File: src/rtl/clk_mode_defs.svh
// constants for the stop mode and power state controller
`ifndef CLK_MODE_DEFS_SVH
`define CLK_MODE_DEFS_SVH

// divider ratios and their width
`define DIV_RATIO_W   5
`define DIV_CNT_W     4
`define DIV_BY_1      5'h01
`define DIV_BY_2      5'h02
`define DIV_BY_4      5'h04
`define DIV_BY_8      5'h08
`define DIV_BY_16     5'h10

// two-bit divider codes
`define DIV_CODE_1    2'h0
`define DIV_CODE_2    2'h1
`define DIV_CODE_4    2'h2
`define DIV_CODE_16   2'h3

// interrupt priority code meaning disabled
`define INT_LVL_OFF   3'h0

// synchroniser depth for pin inputs
`define SYNC_DEPTH    3
`define PIN_NMI       0
`define PIN_IRQ       1

// control reset value: main clock, divide by 8, all else clear
`define CTRL_RESET    13'h0800

`endif

File: src/rtl/clk_mode_pkg.sv
// types shared by the stop mode and power state controller
package clk_mode_pkg;

  typedef enum logic [2:0] {
    MODE_HIGH_MED,
    MODE_LOW_SPEED,
    MODE_LOW_POWER,
    MODE_PLL,
    MODE_ONCHIP,
    MODE_ONCHIP_LP,
    MODE_STOP,
    MODE_WAIT
  } mode_t;

  typedef enum logic [1:0] {
    SRC_MAIN,
    SRC_SUB,
    SRC_ONCHIP,
    SRC_PLL
  } clk_src_t;

  // software-visible control bits, written as one word
  typedef struct packed {
    logic       stop_request;
    logic       div8_select;
    logic       osc_drive_high;
    logic       osc_stop_detect_en;
    logic       pll_cpu_select;
    logic       pll_on;
    logic       main_osc_off;
    logic       subclock_select;
    logic       onchip_osc_select;
    logic       sub_osc_on;
    logic       onchip_osc_on;
    logic       cpu_div_high;
    logic       cpu_div_low;
  } clk_ctrl_t;

endpackage

File: src/rtl/stop_mode_power_state_control.sv
// power state controller: run modes, stop and wait entry and exit, cpu clock divider
`include "clk_mode_defs.svh"

// Overview of operation
// - stop halts oscillators, cpu and peripheral clocks
// - externally clocked peripherals may wake from stop
// - stop request also sets divide-by-8, high drive
// - stop holds io; clock pin high on subclock
// - reset, nmi or enabled interrupt leaves stop
// - wake interrupt restarts cpu clock, then service
// - resume subclock, else same source divided by 8
// - pll mode only from and to high-speed
// - main oscillator off forces divide-by-8
// - optional side oscillators in low-speed and pll
// - divider decode: 8, else 1/2/4/16
// - select bits choose source; main_osc_off stops main oscillator
module stop_mode_power_state_control
  import clk_mode_pkg::*;
(
  // clock and reset
  input  wire logic       core_clk,
  input  wire logic       rstn,
  // software control port
  input  wire logic       ctrl_wr,
  input  wire clk_ctrl_t  ctrl_wdata,
  input  wire logic       wait_req,
  output clk_ctrl_t       ctrl,
  output logic            wr_refused,
  // interrupt controller state
  input  wire logic [2:0] irq_level,
  input  wire logic [2:0] proc_int_level,
  input  wire logic       global_int_enable,
  // wake pins, asynchronous
  input  wire logic       nmi_n,
  input  wire logic       irq_pin,
  // clock output pin source
  input  wire logic       clock_output_pin_sub_sel,
  input  wire logic       clock_output_pin_level,
  // state and clock controls
  output mode_t           mode,
  output clk_src_t        cpu_src,
  output logic [4:0]      cpu_div_ratio,
  output logic            cpu_clk_en,
  output logic            periph_clk_en,
  output logic            main_osc_run,
  output logic            sub_osc_run,
  output logic            onchip_osc_run,
  output logic            pll_run,
  output logic            io_hold,
  output logic            clock_output_pin,
  output logic            isr_start
);

  // allowed-transition matrix; same mode is allowed except in stop and wait, which allow nothing
  function automatic logic allowed(input mode_t cur, input mode_t nxt);
    logic ok;
    ok = (cur == nxt);
    unique case (cur)
      MODE_HIGH_MED:  ok = ok || nxt inside {MODE_LOW_SPEED, MODE_PLL, MODE_ONCHIP, MODE_STOP, MODE_WAIT};
      MODE_LOW_SPEED: ok = ok || nxt inside {MODE_HIGH_MED, MODE_LOW_POWER, MODE_STOP, MODE_WAIT};
      MODE_LOW_POWER: ok = ok || nxt inside {MODE_LOW_SPEED, MODE_STOP, MODE_WAIT};
      MODE_PLL:       ok = ok || (nxt == MODE_HIGH_MED);
      MODE_ONCHIP:    ok = ok || nxt inside {MODE_HIGH_MED, MODE_ONCHIP_LP, MODE_STOP, MODE_WAIT};
      MODE_ONCHIP_LP: ok = ok || nxt inside {MODE_ONCHIP, MODE_STOP, MODE_WAIT};
      MODE_STOP:      ok = 1'b0;
      MODE_WAIT:      ok = 1'b0;
    endcase
    return ok;
  endfunction

  // mode that a control word describes
  function automatic mode_t mode_of(input clk_ctrl_t c);
    mode_t m;
    m = MODE_HIGH_MED;
    if (c.stop_request)
      m = MODE_STOP;
    else if (c.subclock_select)
      m = c.main_osc_off ? MODE_LOW_POWER : MODE_LOW_SPEED;
    else if (c.pll_cpu_select)
      m = MODE_PLL;
    else if (c.onchip_osc_select)
      m = c.main_osc_off ? MODE_ONCHIP_LP : MODE_ONCHIP;
    return m;
  endfunction

  logic [1:0]            sync [`SYNC_DEPTH];
  logic [1:0]            pin_stable;
  mode_t                 saved_mode;
  logic [`DIV_CNT_W-1:0] div_cnt;

  // effective write: stop and main-oscillator-off both force divide-by-8
  clk_ctrl_t wr_eff;
  always_comb begin
    wr_eff = ctrl_wdata;
    wr_eff.div8_select = ctrl_wdata.div8_select | ctrl_wdata.stop_request
                       | ctrl_wdata.main_osc_off;
    wr_eff.osc_drive_high = ctrl_wdata.osc_drive_high | ctrl_wdata.stop_request;
  end

  // write and wait acceptance; halted modes take no writes
  wire   in_stop  = (mode == MODE_STOP);
  wire   in_halt  = in_stop || (mode == MODE_WAIT);
  mode_t target;
  assign target = mode_of(ctrl_wdata);
  wire   wr_ok    = ctrl_wr && allowed(mode, target);
  wire   wait_ok  = wait_req && !ctrl_wr && allowed(mode, MODE_WAIT);
  assign wr_refused = ctrl_wr && !wr_ok;

  // wake sources: nmi pin, or an enabled peripheral request from an external-clocked unit
  wire   irq_wake = pin_stable[`PIN_IRQ] && (irq_level != `INT_LVL_OFF)
                  && (irq_level > proc_int_level) && global_int_enable;
  wire   wake     = in_halt && (pin_stable[`PIN_NMI] || irq_wake);

  // exit restores the pre-halt mode; stop drops its request bit
  clk_ctrl_t exit_ctrl;
  always_comb begin
    exit_ctrl = ctrl;
    exit_ctrl.stop_request = 1'b0;
  end

  mode_t     next_mode;
  clk_ctrl_t next_ctrl;
  assign next_mode = wake ? saved_mode : wait_ok ? MODE_WAIT : wr_ok ? target : mode;
  assign next_ctrl = wr_ok ? wr_eff : wake ? exit_ctrl : ctrl;

  // pin synchronisers; a change counts once stages two and three agree
  always_ff @(posedge core_clk or negedge rstn) begin
    if (!rstn) begin
      for (int i = 0; i < `SYNC_DEPTH; i++)
        sync[i] <= 2'h0;
      pin_stable <= 2'h0;
    end else begin
      sync[0] <= {irq_pin, ~nmi_n};
      for (int i = 1; i < `SYNC_DEPTH; i++)
        sync[i] <= sync[i-1];
      if (sync[1] == sync[2])
        pin_stable <= sync[2];
    end
  end

  // mode and control state; hardware reset is itself a stop exit
  always_ff @(posedge core_clk or negedge rstn) begin
    if (!rstn) begin
      mode       <= MODE_HIGH_MED;
      ctrl       <= `CTRL_RESET;
      saved_mode <= MODE_HIGH_MED;
      isr_start  <= 1'b0;
    end else begin
      mode      <= next_mode;
      ctrl      <= next_ctrl;
      isr_start <= wake && irq_wake;
      if (!in_halt && next_mode inside {MODE_STOP, MODE_WAIT})
        saved_mode <= mode;
    end
  end

  // source select and divider decode; the subclock bypasses the divider
  assign cpu_src = ctrl.subclock_select   ? SRC_SUB    :
                   ctrl.pll_cpu_select    ? SRC_PLL    :
                   ctrl.onchip_osc_select ? SRC_ONCHIP : SRC_MAIN;
  wire [1:0] div_code = {ctrl.cpu_div_high, ctrl.cpu_div_low};
  wire [4:0] code_ratio = (div_code == `DIV_CODE_1) ? `DIV_BY_1 :
                          (div_code == `DIV_CODE_2) ? `DIV_BY_2 :
                          (div_code == `DIV_CODE_4) ? `DIV_BY_4 : `DIV_BY_16;
  assign cpu_div_ratio = (cpu_src == SRC_SUB) ? `DIV_BY_1 :
                         ctrl.div8_select ? `DIV_BY_8 : code_ratio;

  // cpu clock enable: one pulse per ratio cycles, none while halted
  wire [`DIV_CNT_W-1:0] div_last = 4'(cpu_div_ratio - 5'h01);
  assign cpu_clk_en = !in_halt && (div_cnt == div_last);
  always_ff @(posedge core_clk or negedge rstn) begin
    if (!rstn)
      div_cnt <= '0;
    else if (in_halt || cpu_clk_en || div_cnt > div_last)
      div_cnt <= '0;
    else
      div_cnt <= div_cnt + 4'h1;
  end

  // oscillators: all off in stop; side oscillators optional in low-speed and pll
  assign periph_clk_en  = !in_stop;
  assign main_osc_run   = !in_stop && !ctrl.main_osc_off;
  assign sub_osc_run    = !in_stop && (ctrl.sub_osc_on || ctrl.subclock_select);
  assign onchip_osc_run = !in_stop && (ctrl.onchip_osc_on || ctrl.onchip_osc_select);
  assign pll_run        = !in_stop && ctrl.pll_on;
  assign io_hold        = in_stop;

  // clock pin: follows its level outside stop; in stop high on subclock, otherwise frozen at its last level
  always_ff @(posedge core_clk or negedge rstn) begin
    if (!rstn)
      clock_output_pin <= 1'b0;
    else if (!in_stop)
      clock_output_pin <= clock_output_pin_level;
    else if (clock_output_pin_sub_sel)
      clock_output_pin <= 1'b1;
  end
endmodule

File: config.mk
export PLATFORM = sky130hd
export DESIGN_NAME = stop_mode_power_state_control
export DESIGN_NICKNAME = d
export VERILOG_FILES = /design/src/rtl/clk_mode_pkg.sv /design/src/rtl/stop_mode_power_state_control.sv
export VERILOG_INCLUDE_DIRS = /design/src /design/src/rtl
export SDC_FILE = /design/constraint.sdc
export NUM_CORES = 1
export LEC_CHECK = 0
export ABC_AREA = 1
export BUFFER_PORTS_ARGS = -buffer_cell sky130_fd_sc_hd__buf_2
export CAP_MARGIN = 20
export CELL_PAD_IN_SITES_DETAIL_PLACEMENT = 0
export CELL_PAD_IN_SITES_GLOBAL_PLACEMENT = 2
export CORE_UTILIZATION = 25
export CTS_CLUSTER_SIZE = 30
export DETAILED_ROUTE_END_ITERATION = 8
export PLACE_DENSITY = 0.75
export SYNTH_ARGS = -nofsm -noshare
export SYNTH_HDL_FRONTEND = slang
export SYNTH_SLANG_ARGS = --single-unit
export TNS_END_PERCENT = 100
File: constraint.sdc
create_clock -name core_clk -period 2.05 [get_ports core_clk]
set_clock_uncertainty 0.2 [all_clocks]
set_input_delay 0.205 -clock core_clk [delete_from_list [all_inputs] [get_ports core_clk]]
set_output_delay 0.205 -clock core_clk [all_outputs]
set_load 0.05 [all_outputs]
### Word-level counts from Yosys, hierarchy flattened

Index checks and enable logic that the tools add are counted.

* add/sub/neg operators: 2
* $lt $le $gt $ge: 2
* eq/ne operators: 23
* mux-type cells: 24
* bitwise operators: 4
* reductions and logical operators: 46

Operators by type and width (count)
* $eq 3x3->1 const B: 10
* $mux 13: 2
* $mux 5: 5
* $mux 3: 7
* $logic_and 1x1->1: 15
* $eq 3x2->1 const B: 4
* $logic_or 1x1->1: 12
* $reduce_bool 3->1: 3
* $mux 2: 4
* $reduce_bool 4->1: 2
* $pmux 1 s7: 1
* $eq 3x1->1 const B: 2
* $logic_not 3->1: 2
* $logic_not 1->1: 5
* $reduce_bool 5->1: 1
* $reduce_or 5->1: 1
* $add 4x1->4 const B: 1
* $eq 2x1->1 const B: 2
* $eq 4x4->1: 1
* $gt 4x4->1: 1
* $mux 4: 1
* $reduce_bool 2->1: 2
* $sub 4x1->4 const B: 1
* $eq 3x3->1: 1
* 11 further kinds: 15

* bits in registers: 33
* input bits: 28
* output and inout bits: 33
* logic and storage cells: 123

### Logic depth before layout (Yosys ltp)

* depth in word-level cells: 16
* gate-level depth with buffers: 18

### Worst setup path before layout

Ideal clock, no wire load.

* path kind: flip-flop to flip-flop
* start: register mode[1]
* end: register saved_mode[1]
* data arrival time: 2.491 ns
* required time: 1.730 ns
* path slack: -0.761 ns
* stages on the path, launching flop included: 11
* path buffers: 1
* clock period less this slack: 2.811 ns
* cells stage by stage: dfrtp_1 buf_6 nand2_4 nor2_2 inv_1 nand4_1 nand3_2 nand2_2 nor2_4 nand2_1 nand2_1

* cells in the longest elaborated chain, start to end: 10

RTL lines
* start, declared: line stop_mode_power_state_control.sv:40 `output mode_t mode,`
* start signal, assigned: line stop_mode_power_state_control.sv:149 `mode <= next_mode;`
* $eq 3x3->1 *: line stop_mode_power_state_control.sv:101 `wire in_stop = (mode == MODE_STOP);`
* net io_hold: line stop_mode_power_state_control.sv:49 `output logic io_hold,`
* $reduce_or 2->1 (no line)
* $pmux 1 s7: line stop_mode_power_state_control.sv:58 `unique case (cur)`
* $logic_and 1x1->1: line stop_mode_power_state_control.sv:105 `wire wr_ok = ctrl_wr && allowed(mode, target);`
* $mux 3 (3 in a row): line stop_mode_power_state_control.sv:123 `assign next_mode = wake ? saved_mode : wait_ok ? MODE_WAIT : wr_ok ? target : mode;`
* $eq 3x3->1: line stop_mode_power_state_control.sv:152 `if (!in_halt && next_mode inside {MODE_STOP, MODE_WAIT})`
* $reduce_bool 2->1: line stop_mode_power_state_control.sv:152
* $logic_and 1x1->1 *: line stop_mode_power_state_control.sv:152
* end signal, assigned: line stop_mode_power_state_control.sv:153 `saved_mode <= mode;`
* end, declared: line stop_mode_power_state_control.sv:88 `mode_t saved_mode;`

Mark *: on every way through the listed nets, which the timed path passes. The rest lies on a longest branch.
A chain may end at the register's enable or synchronous reset.

### Worst setup path after layout

* start: register ctrl[11] in the netlist's numbering
* end: output port cpu_clk_en

* cells in the longest elaborated chain, start to end: 5

RTL lines
* start, declared: line stop_mode_power_state_control.sv:27 `output clk_ctrl_t ctrl,`
* start signal, assigned: line stop_mode_power_state_control.sv:145 `` ctrl <= `CTRL_RESET; ``
* start signal, assigned: line stop_mode_power_state_control.sv:150 `ctrl <= next_ctrl;`
* $mux 5: line stop_mode_power_state_control.sv:166 `` ctrl.div8_select ? `DIV_BY_8 : code_ratio; ``
* $mux 5: line stop_mode_power_state_control.sv:165 `` assign cpu_div_ratio = (cpu_src == SRC_SUB) ? `DIV_BY_1 : ``
* $sub 4x1->4: line stop_mode_power_state_control.sv:169 `` wire [`DIV_CNT_W-1:0] div_last = 4'(cpu_div_ratio - 5'h01); ``
* $eq 4x4->1: line stop_mode_power_state_control.sv:170 `assign cpu_clk_en = !in_halt && (div_cnt == div_last);`
* $logic_and 1x1->1: line stop_mode_power_state_control.sv:170
* end, declared: line stop_mode_power_state_control.sv:43 `output logic cpu_clk_en,`

Every way passes these cells.

==> out/results.tsv <==
metric	value	unit
worstHoldPathCells	3	
layout_setup_ws	-0.386	ns
routed_wl	5500	um
clk_pin_slew	0.07	ns
vias	1954	
synth-simple-area-share	0.281	
synth-compound-area-share	0.101	
rsz0062_at_grt	true	
utilization	0.447	
rrSetupSlack	-0.24	ns
path_cells	inv_2 -> a31oi_4 -> ha_4 -> xor2_1 -> ha_1 -> nand4_1 -> nor2_4 -> buf_6	
cts.sinks	33	
worst_setup_path_end_kind	primary output	
yosys.area.top_type	dfrtp_1	
synthXorXnorAreaFrac	0.0183	
cts_tree	yes	
multi_input_area	1160	um2
synth_nets	276	
dr_wl_met3	250	um
syn_to_final_growth	71.3	%
clockBufferDepth	2	
reg2reg_depth	10	
rr_startpoint	ctrl[11]$_DFFE_PN1N_	
synth_top_family_by_area	simple AND/OR/NAND/NOR gates	
powerDensity	1810	nW/um2
critPathSlowestCell	dfstp_2	
start_util	0.261	
drc_errors	0	
finalSetupTns	-1.74	ns
grt_pass1_vias	1965	
initialDrtViolationCount	44	
cp.buffers_inverters	2	
synth_top_area_share	0.419	
final_max_slew_viol_count	0	
setup_violations	18	
ios	61	
grtUsageTotal	0.143	
synthMuxAreaShare	0.00589	
die_area	8000	um2
violations	setup timing	
slew_headroom	0.501	
cts-buffers-inserted	5	
synth_area	1910	um2
drive_gt1_frac	0.526	
cp-start-kind	flip-flop	
antenna_found_initial	0	
p_leak	1.68	nW
final_antenna_net_count	0	
path_depth	8	
worstMarginPinSlew	0.748	ns
ys.flop_type	dfrtp_1	
met1Wirelength	2590	um
dp.cells	427	
crit_fanout	3	
fmax	411	MHz
hold_start	ctrl_wdata[8]	
core	7330	um2
die_height	89.5	um
cp_data_required_time	1.64	ns
final_hold_viol_count	0	
antenna_cells_inserted	0	
yosys.area_share.adder	0.0589	
nets	401	
grt_pass1_wl	8660	um
routedWlPerCell	11.9	um
yosysSeqAreaShare	0.433	
finalCritPeriodShare	1.19	
max-vdd-ir-drop	0.000652	V
grt_max_degree	34	
insertion_delay	0.28	ns
yosys_warnings	0	
power.total	5.94	mW
hpwl	4020	um
portBuffers	60	
dr_wl_met2	2620	um
ys_async_sr_fraction	1.00	
synth_cell_types	34	
timing.rr.end	div_cnt[0]$_DFF_PN0_	
slowest_delay	0.57	ns
grt_overflow	0	
yosys-top-cells-count	nand2_1, dfrtp_1, inv_1	
cts-root-buf	clkbuf_8	
fp.dieW	89.5	um
crit_family	flip-flops	
layout.cells.non_filler	464	
synthMostInstantiatedCell	nand2_1	
synthCells	239	
dr.max_layer_used	met4	
netlist_top_cells_area	dfrtp_1, nand2_1, inv_1	
vias_per_cell	4.21	
synth_edf_count	0	
avgSynthCellArea	8.00	um2
cap_viol_max_count	0	
cts-htree-levels	2	
hold_path_class	input pin to flip-flop	
area.sequential	835	um2
gp_congestion	0.758	
cp.arrival	2.03	ns
fp-row-count	31	
fin_hold_ws	0.00819	ns
crit_type	flip-flop to primary output	
whs_endpoint	ctrl[8]$_DFFE_PN0N_	
dr.pass1.iters	4	
ys_ff_latch	33	
status	finished with violations	
nFillCells	743	
min_period	2.44	ns
tightest hold or removal path: cells and delay by family:
family	cells	cell delay [ns]
buffers and inverters	2	0.18
AOI/OAI and AO/OA	1	0.07
layout by cell type, fill, tap and decap left out, types with 3 or more instances in the layout:
master          n
nand2_4         8
nand3_2         3
nor2_4         10
o21ai_0         3
nand4_1         5
clkbuf_1        3
buf_4          39
nor2_2          3
a21oi_1         3
nand2_1        38
inv_2           7
ha_1            7
dfrtp_1        26
clkbuf_8        5
inv_1          30
nor2_1         16
nand3_1        10
o21ai_1        11
a21oi_2         4
dfrtp_2         6
dlygate4sd3_1  12
o21ai_2         8
buf_6          13
buf_2          54
nand2_2        12
cells by family after synthesis:
family	count (synthesis)
XOR/XNOR	4
adder cells (fa/ha/maj)	9
flip-flops	33
buffers and inverters	45
AO/OA/AOI/OAI	35
AND/OR/NAND/NOR	112
multiplexers	1
metal layers:
metal,GRT usage,vias to the layer above
li1,-,1015
met1,0.174,890
met2,0.248,44
met3,0.0360,5
met4,0.0433,0
met5,0,-
report_power, final:
part / leakage, nW / internal [mW] / total, mW / switching, mW
clock: 0.0395 / 0.241 / 0.472 / 0.231
combinational: 1.24 / 1.70 / 4.32 / 2.62
sequential: 0.394 / 0.908 / 1.15 / 0.243
total: 1.68 / 2.84 / 5.94 / 3.09
state kept, by name, indices dropped and copies added (netlist names):
register and flops:
mode 3, clock_output_pin 1, ctrl 13, sync 6, isr_start 1, saved_mode 3
div_cnt 4, pin_stable 2
what timing repair did:
item                                   in CTS  in global routing
setup endpoints to repair                  14                 30
hold buffers                               12                  0
cloned                                      0                  2
pin swaps                                   4                  9
endpoints found under the hold margin      43                  0
buffers inserted                            5                 11
resized for setup                          30                 66
how the worst max path moves through the flow:
stage / start / to / slack [ns]
final: ctrl[11]$_DFFE_PN1N_ / cpu_clk_en / -0.39
after global routing: ctrl[11]$_DFFE_PN1N_ / cpu_clk_en / -0.50
after CTS: ctrl[11]$_DFFE_PN1N_ / cpu_clk_en / -0.41
after detailed placement: ctrl[1]$_DFFE_PN0N_ / cpu_clk_en / -0.29
after global placement: ctrl[1]$_DFFE_PN0N_ / cpu_clk_en / -0.24
after floorplan: mode[1]$_DFF_PN0_ / saved_mode[1]$_DFFE_PN0P_ / -0.30
through the flow:
step,cell area (um2),setup WS [ns]
after floorplan,1980,-0.302
after global placement,2630,-0.239
after detailed placement,2630,-0.290
final,3280,-0.386
after CTS,2980,-0.406
after global routing,3280,-0.504
final cells by class:
class,count,area share
timing repair buffer,123,0.280
tap,99,0.0378
clock buffer,8,0.0244
sequential,33,0.255
multi-input combinational,161,0.353
inverter,40,0.0497
(Power assumes the default switching activity.)
